`config.mk`:
```
export PLATFORM = sky130hd
export DESIGN_NAME = rxtm_regs
export DESIGN_NICKNAME = d
export VERILOG_FILES = /design/src/rtl/rxtm_pkg.sv /design/src/rtl/rxtm_sync.sv /design/src/rtl/rxtm_regs.sv
export VERILOG_INCLUDE_DIRS = /design/src /design/src/rtl
export SDC_FILE = /design/constraint.sdc
export NUM_CORES = 1
export LEC_CHECK = 0
export ABC_AREA = 1
export BUFFER_PORTS_ARGS = -buffer_cell sky130_fd_sc_hd__buf_2
export CAP_MARGIN = 10
export CORE_MARGIN = 3
export CORE_UTILIZATION = 50
export CTS_CLUSTER_SIZE = 25
export DETAILED_ROUTE_END_ITERATION = 7
export GPL_TIMING_DRIVEN = 0
export PLACE_DENSITY = 0.8
export SLEW_MARGIN = 0
export SYNTH_ARGS = -nofsm -noshare
export SYNTH_HDL_FRONTEND = slang
export SYNTH_SLANG_ARGS = --single-unit
export TNS_END_PERCENT = 50
```
`constraint.sdc`:
```
create_clock -name core_clk -period 1.2 [get_ports core_clk]
set_input_delay 0 -clock core_clk [delete_from_list [all_inputs] [get_ports core_clk]]
set_output_delay 0 -clock core_clk [all_outputs]
set_load 0.1 [all_outputs]
```
`src/rtl/rxtm_params.svh`:
```
// Purpose: offsets, field positions, reset values of the rx header and test select bank
// Assumes: 8-bit register file on a plain strobe port
// Notes: definitions only
`ifndef RXTM_PARAMS_SVH
`define RXTM_PARAMS_SVH
`define RXTM_OFF_HDR2 8'h48
`define RXTM_OFF_HDR1 8'h49
`define RXTM_OFF_HDR0 8'h4a
`define RXTM_OFF_PLEN 8'h4b
`define RXTM_OFF_AUX 8'h4f
`define RXTM_OFF_APROBE 8'h50
`define RXTM_OFF_DPROBE 8'h51
`define RXTM_RST_HDR 8'h00
`define RXTM_RST_PLEN 8'hff
`define RXTM_RST_AUX 6'h00
`define RXTM_RST_APROBE 5'h00
`define RXTM_RST_DPROBE 7'h00
`define RXTM_AUX_MASK 8'h3f
`define RXTM_APROBE_MASK 8'h1f
`define RXTM_DPROBE_MASK 8'h7f
`define RXTM_SCAN_BIT 6
`define RXTM_ATB_RSV_LO 5'h0b
`define RXTM_ATB_RSV_HI 5'h11
`endif

```
`src/rtl/rxtm_pkg.sv`:
```
// Purpose: types for the rx header and test select bank
// Assumes: nothing
// Notes: capture carrier from the packet handler
package rxtm_pkg;
	typedef struct packed {
		logic valid;
		logic [7:0] hdr2;
		logic [7:0] hdr1;
		logic [7:0] hdr0;
		logic [7:0] len_byte;
	} rxtm_capture_s;
	typedef logic [7:0] rxtm_byte_t;
endpackage

```
`src/rtl/rxtm_sync.sv`:
```
// Purpose: three-stage synchroniser for a pin input
// Assumes: one clock
// Notes: output changes once stages two and three agree
`timescale 1ns/10ps
`default_nettype none
module rxtm_sync (
	input wire logic core_clk,
	input wire logic rst_n,
	input wire logic pin_in,
	output logic pin_out
);
	logic s1_r, s2_r, s3_r, out_r;
	// ---------------------------------------------------------------
	// chain; first stage read by the second only
	// ---------------------------------------------------------------
	always_ff @(posedge core_clk) begin
		if (!rst_n) begin
			s1_r <= 1'b0;
			s2_r <= 1'b0;
			s3_r <= 1'b0;
			out_r <= 1'b0;
		end else begin
			s1_r <= pin_in;
			s2_r <= s1_r;
			s3_r <= s2_r;
			if (s2_r == s3_r) begin
				out_r <= s3_r;
			end
		end
	end
	assign pin_out = out_r;
endmodule
`default_nettype wire

```
`src/rtl/rxtm_regs.sv`:
```
// Purpose: rx header, rx length, aux converter and probe select registers
// Assumes: packet handler gives a one-cycle capture; fixed length flag and programmed
//   length come from the packet configuration elsewhere
// Notes: read data one cycle after the read strobe, zero otherwise
`include "rxtm_params.svh"
`timescale 1ns/10ps
`default_nettype none
module rxtm_regs (
	input wire logic core_clk,
	input wire logic rst_n,
	input wire logic [7:0] reg_addr,
	input wire logic [7:0] reg_wdata,
	input wire logic reg_wr,
	input wire logic reg_rd,
	output logic [7:0] reg_rdata,
	input wire rxtm_pkg::rxtm_capture_s rx_capture,
	input wire logic fixed_len_mode,
	input wire logic [7:0] programmed_len,
	output logic [7:0] expected_rx_len,
	output logic [5:0] aux_converter_bits,
	output logic [4:0] analog_sel,
	output logic analog_route_valid,
	output logic [5:0] digital_sel,
	input wire logic general_pin_zero,
	output logic scan_mode,
	output logic scan_shift_enable
);
	import rxtm_pkg::*;

	// ---------------------------------------------------------------
	// storage
	// ---------------------------------------------------------------
	rxtm_byte_t hdr2_r, hdr1_r, hdr0_r, plen_r, rdata_r;
	logic [5:0] aux_r;
	logic [4:0] aprobe_r;
	logic [6:0] dprobe_r;
	logic pin_sync;

	// address decode
	wire sel_aux = (reg_addr == `RXTM_OFF_AUX);
	wire sel_ap = (reg_addr == `RXTM_OFF_APROBE);
	wire sel_dp = (reg_addr == `RXTM_OFF_DPROBE);
	wire [7:0] read_mux;
	assign read_mux = (reg_addr == `RXTM_OFF_HDR2) ? hdr2_r :
		(reg_addr == `RXTM_OFF_HDR1) ? hdr1_r :
		(reg_addr == `RXTM_OFF_HDR0) ? hdr0_r :
		(reg_addr == `RXTM_OFF_PLEN) ? plen_r :
		sel_aux ? {2'b00, aux_r} :
		sel_ap ? {3'b000, aprobe_r} :
		sel_dp ? {1'b0, dprobe_r} : 8'h00;

	// ---------------------------------------------------------------
	// capture of received header and length
	// ---------------------------------------------------------------
	// header capture
	// no bus write path reaches these
	always_ff @(posedge core_clk) begin
		if (!rst_n) begin
			hdr2_r <= `RXTM_RST_HDR;
			hdr1_r <= `RXTM_RST_HDR;
			hdr0_r <= `RXTM_RST_HDR;
			plen_r <= `RXTM_RST_PLEN;
		end else if (rx_capture.valid) begin
			hdr2_r <= rx_capture.hdr2;
			hdr1_r <= rx_capture.hdr1;
			hdr0_r <= rx_capture.hdr0;
			plen_r <= rx_capture.len_byte;
		end
	end

	// ---------------------------------------------------------------
	// writable registers
	// ---------------------------------------------------------------
	// reserved bits masked off on write
	always_ff @(posedge core_clk) begin
		if (!rst_n) begin
			aux_r <= `RXTM_RST_AUX;
			aprobe_r <= `RXTM_RST_APROBE;
			dprobe_r <= `RXTM_RST_DPROBE;
		end else if (reg_wr) begin
			if (sel_aux) begin
				aux_r <= reg_wdata[5:0];
			end
			if (sel_ap) begin
				aprobe_r <= reg_wdata[4:0];
			end
			if (sel_dp) begin
				dprobe_r <= reg_wdata[6:0];
			end
		end
	end

	// read data stands one cycle only
	always_ff @(posedge core_clk) begin
		if (!rst_n) begin
			rdata_r <= 8'h00;
		end else begin
			rdata_r <= reg_rd ? read_mux : 8'h00;
		end
	end
	assign reg_rdata = rdata_r;

	// ---------------------------------------------------------------
	// outputs: expected length, aux converter bits, analog and digital mux selects, scan
	// ---------------------------------------------------------------
	// length register is trusted only with fixed length off
	// expected length picks the programmed value in fixed mode
	assign expected_rx_len = fixed_len_mode ? programmed_len : plen_r;
	assign aux_converter_bits = aux_r;
	// reserved codes and code zero flagged, only defined nonzero codes routed
	assign analog_route_valid = (aprobe_r != 5'h00) &&
		!((aprobe_r >= `RXTM_ATB_RSV_LO) && (aprobe_r <= `RXTM_ATB_RSV_HI));
	assign analog_sel = analog_route_valid ? aprobe_r : 5'h00;
	// selection forwarded to the test bus
	assign digital_sel = dprobe_r[5:0];

	// pin is asynchronous, so it is resynchronised
	rxtm_sync u_pin_sync (
		.core_clk(core_clk),
		.rst_n(rst_n),
		.pin_in(general_pin_zero),
		.pin_out(pin_sync)
	);
	// scan enable takeover of general pin zero
	assign scan_mode = dprobe_r[`RXTM_SCAN_BIT];
	assign scan_shift_enable = scan_mode & pin_sync;
endmodule
`default_nettype wire

```
# Word level (Yosys, flattened, before mapping)
# Cells that the tools add are included.
# Widths: inputs -> output; s select.
# op_classes
bitwise,1
eq_ne,8
magnitude_cmp,2
muxes,9
n_reduce_logical,8
# op_table
op,count
$eq 8x7->1 const B,7
$mux 8,5
$mux 7,3
$reduce_and 2->1,4
$ge 5x4->1 const B,1
$le 5x5->1 const B,1
$mux 5,1
$reduce_bool 5->1,1
$logic_and 1x1->1,2
$and 1x1->1,1
$eq 1x1->1,1
$logic_not 1->1,1
# word_totals
wordCells,40
out_inout_bits,36
input_bits,63
regBits,62

# Logic depth before layout (Yosys ltp)
# depth
word_depth,8
mapped_depth,10
ltp_nobuf,10

# By module
# A second synthesis with hierarchy kept.
# hier_totals
cells_unflattened,401
hier_area_um2,2855.2
# by_module_without_submodules
mod,seq_area_each_um2,area_each_um2,cells_per_inst,instances
rxtm_regs,1161.1,2738.9,388,1
rxtm_sync,80.1,116.4,13,1

# Worst setup path after synthesis
# Ideal clock, no wire load.
# synth_path
path_type,reg-to-output
startpoint,register aprobe_r[0]
endpoint,output analog_sel[3]
path_slack_ns,-1.554
n_path_buf,0
stages_incl_launch_ff,4
arrival_ns,2.754
t_required_ns,1.200
cell_sequence,dfxtp_1 > inv_1 > nor2_1 > a221oi_1
# synth_between
elab_chain_len,5
elab_cells_between_ends,7
classes_between,order compare (2); mux (1); reduce/logical (4)
# synth_lines
item,line_no,source
start: declaration,rxtm_regs.sv:35,logic [4:0] aprobe_r;
start signal: assignment,rxtm_regs.sv:78,aprobe_r <= `RXTM_RST_APROBE;
start signal: assignment,rxtm_regs.sv:85,aprobe_r <= reg_wdata[4:0];
$ge 5x4->1 (no line) or $le 5x5->1 (tied branches),-,
$logic_and 1x1->1,rxtm_regs.sv:112,!((aprobe_r >= `RXTM_ATB_RSV_LO) && (aprobe_r <= `RXTM_ATB_RSV_HI));
$logic_not 1->1,rxtm_regs.sv:112,
$logic_and 1x1->1 *,rxtm_regs.sv:111,assign analog_route_valid = (aprobe_r != 5'h00) &&
$mux 5 *,rxtm_regs.sv:113,assign analog_sel = analog_route_valid ? aprobe_r : 5'h00;
end: declaration,rxtm_regs.sv:21,"output logic [4:0] analog_sel,"
# Mark *: on every way between the ends. The rest lies on a longest branch, timed or not.

# Worst setup path in the final report
# layout_path
startpoint,register aprobe_r[2]
endpoint,output analog_sel[2]
# layout_between
elab_chain_len,5
elab_cells_between_ends,7
classes_between,order compare (2); mux (1); reduce/logical (4)
# layout_lines
item,line_no
$ge 5x4->1 (no line) or $le 5x5->1 (tied branches),-
$logic_and 1x1->1,rxtm_regs.sv:112
$logic_not 1->1,rxtm_regs.sv:112
$logic_and 1x1->1,rxtm_regs.sv:111
$mux 5 *,rxtm_regs.sv:113
# Marks and branches as above.

==> results_dict.tcl <==
set metrics [dict create \
    status "complete, but fails checks" \
    failed_checks "setup timing" \
    io_pins 99 \
    setup_tns_ps -1720 \
    rows 26 \
    die_y_microns 81.3 \
    placedCellCount 561 \
    drc 0 \
    skew_ps 7.64 \
    fp.dieArea_sq_mm 0.00660 \
    core-area_sq_mm 0.00530 \
    grtUsageTotal_pct 28.3 \
    synthAdderAreaFrac_pct 0 \
    wl_per_cell_microns 14.9 \
    period_share_pct 129 \
    muxShareOfSynthArea_pct 0 \
    rsz0062_at_grt "true" \
    leakage_nw 2.06 \
    stdcell_count 626 \
    setup_slack_ps -347 \
    timing.fmax_mhz 647 \
    final_nets 614 \
    clockPowerShare_pct 34.7 \
    dr.first_iter.drc_count 245 \
    wl_microns 9300 \
    synth.yosys.seq_area_share_pct 43.8 \
    synthDistinctLibCells 24 \
    cap_violations 0 \
    finalHoldViolCount 0 \
    grt_first_pass_wirelength_microns 14100 \
    cts_tree "done" \
    synth-simple-area-share_pct 26.6 \
    vdd_drop_max_v 0.000926 \
    p_int_mw 3.16 \
    synth-seq-cells 62 \
    synth_top_family_by_area "simple AND/OR/NAND/NOR gates" \
    startpoint "aprobe_r[2]" \
    gp_congestion 0.875 \
    cp_max_fo 4 \
    path_clk_slew_ps 70 \
    synth-compound-area-share_pct 19.9 \
    hpwl_microns 6010 \
    ys_warn_count 0 \
    critPathRequiredTime_ps 1200 \
    diodes 0 \
    cp-start-kind "register" \
    hold_class "in2reg" \
    vias 3243 \
    drtAntennaViolNets 0 \
    finalSetupViolCount 7 \
    combPwrFrac_pct 17.3 \
    synth_nets 458 \
    max_slew_margin_pct 67.0 \
    synth_area_per_cell_sq_um 7.17 \
    critical_path_class "reg2out" \
    clock_sinks 62 \
    grt_use_met2_pct 52.5 \
    holdWs_ps 83.8 \
    holdCritStartpoint "reg_wr" \
    p_sw_share_pct 30.1 \
    area_delta_synth_final_pct 52.4 \
    syn-cell-area_sq_mm 0.00283 \
    synth_area_leaders "dfxtp_1 (44%), o21ai_0 (11%), nor2_1 (9.9%)" \
    dr.pass1.iters 5 \
    grt_use_met3_pct 6.21 \
    grt.overflow.total 0 \
    tightest_slew_ps 499 \
    die_x_microns 81.3 \
    numCtsBuffers 9 \
    p_switching_mw 1.36 \
    yosys.area.top_type "dfxtp_1" \
    antenna_found_initial 0 \
    drv_slew 0 \
    clockRootBuffer "clkbuf_8" \
    use_met1_pct 31.4 \
    clk_latency_ps 330 \
    clockBufferDepth 2 \
    finalCriticalPeriod_ps 1550 \
    cts_max_level 3 \
    grt.busiest_layer "met2" \
    post-place-ws_ps -175 \
    drive_gt1_share_pct 32.9 \
    worst-endpoint-arrival_ps 1550 \
    p_per_area_mw_per_mm2 1050 \
    via_per_inst 5.18 \
    synth_top_cell_area_share_pct 43.8 \
    numPortBuffers 96 \
    cp-end-kind "output port" \
    reg2reg_from "aprobe_r[2]" \
    p_seq_share_pct 48.0 \
    grt_max_degree 12 \
    start_util_pct 53.4 \
    syn_inst 395 \
    grt_pass1_vias 3037 \
    synthXorXnorAreaFrac_pct 0 \
]
## layout make-up
cell class,count,area (sq um)
Multi-Input combinational cell,263,1450
Sequential cell,62,1260
Timing Repair Buffer,145,1080
Fill cell,374,985
Inverter,55,213
Clock buffer,10,128
Tap cell,70,87.6
Buffer,15,65.1
Clock inverter,6,38.8
## power groups by stage
stage	clock (mW)	combinational (mW)	sequential, mW
3_3_place_gp	0	0.630	2.22
5_1_grt	1.67	0.850	2.18
3_5_place_dp	0	0.639	2.22
2_1_floorplan	0	0.431	2.22
6_report	1.57	0.784	2.17
4_1_cts	1.57	0.761	2.17
## cells in the mapped netlist
cell,instances
inv_4,1
inv_2,5
buf_2,3
inv_1,48
nor3_4,1
nand3_1,27
nand3_2,1
a221oi_1,1
o2111ai_1,6
buf_4,1
nor2_1,75
nor2_8,1
dfxtp_1,62
nand4_1,5
a21oi_1,30
nand2_2,5
clkbuf_1,11
o21ai_0,60
clkinv_1,1
nand2_4,2
nand2_1,31
o21ai_1,9
o31ai_1,1
nor2_4,8
## what timing repair did
item | 4_1_cts | 5_1_grt
endpoints found under the setup margin | 15 | 9
pin swaps | 4 | 2
resized for setup | 43 | 10
endpoints found under the hold margin | 46 | 0
hold buffers | 40 | 0
buffers inserted | 6 | 3
gates cloned | 0 | 0
## cells by family (layout without fill, tap and decap cells)
family                 count (synthesis)  count (layout)
AOI/OAI and AO/OA                    107             107
buffers and inverters                 70             231
DFF                                   62              62
and+or+nand+nor                      156             156
## path summary, 6_finish.rpt
check	to	slack, ps	depth (start not counted)
max reg2reg	reg_rdata[2]	-30	8
max	analog_sel[2]	-350	6
min reg2reg	u_pin_sync.s2_r	430	2
min	aprobe_r[0]	80	3
## through the flow
| step | total power [mW] | area, sq um | util [%] |
|---|---|---|---|
| after CTS | 4.50 | 4260 | 80.4 |
| after detailed placement | 2.86 | 3520 | 66.4 |
| after global routing | 4.70 | 4320 | 81.4 |
| after global placement | 2.85 | 3520 | 66.4 |
| final | 4.52 | 4320 | 81.4 |
| after floorplan | 2.65 | 2960 | - |
## routing by layer
layer	routed length, microns	part of all wire, %
met1	3650	39
met2	4960	53
met3	525	5.6
met4	172	1.8
met5	0	0
## worst max-delay path: stages, from the launching register on
cell and delay [ps]:
dfxtp_4 370, nor2_4 120, inv_2 70, o31ai_4 280, buf_4 170, nor2_4 40
buf_12 160
## registers in the layout, summed over array words and instances, names as in the netlist
name,flops
hdr2_r,8
u_pin_sync.s2_r,1
u_pin_sync.s1_r,1
aux_converter_bits,6
hdr0_r,8
u_pin_sync.s3_r,1
dprobe_r,7
plen_r,8
hdr1_r,8
aprobe_r,5
u_pin_sync.pin_out,1
reg_rdata,8
## cells in the final DEF (no fill, tap or decap), types with 6 or more instances in the layout
cell type	netlist	routed
dfxtp_1	62	52
o21ai_1	9	9
dfxtp_2	0	7
nand2_1	31	31
inv_1	48	42
nand3_1	27	27
buf_4	1	15
clkbuf_8	0	9
inv_2	5	10
nor2_1	75	69
dlygate4sd3_1	0	40
nor2_4	8	13
a21oi_1	30	29
o21ai_0	60	52
buf_12	0	6
buf_2	3	84
clkbuf_1	11	11
o21ai_2	0	8
(Power assumes the default switching activity.)
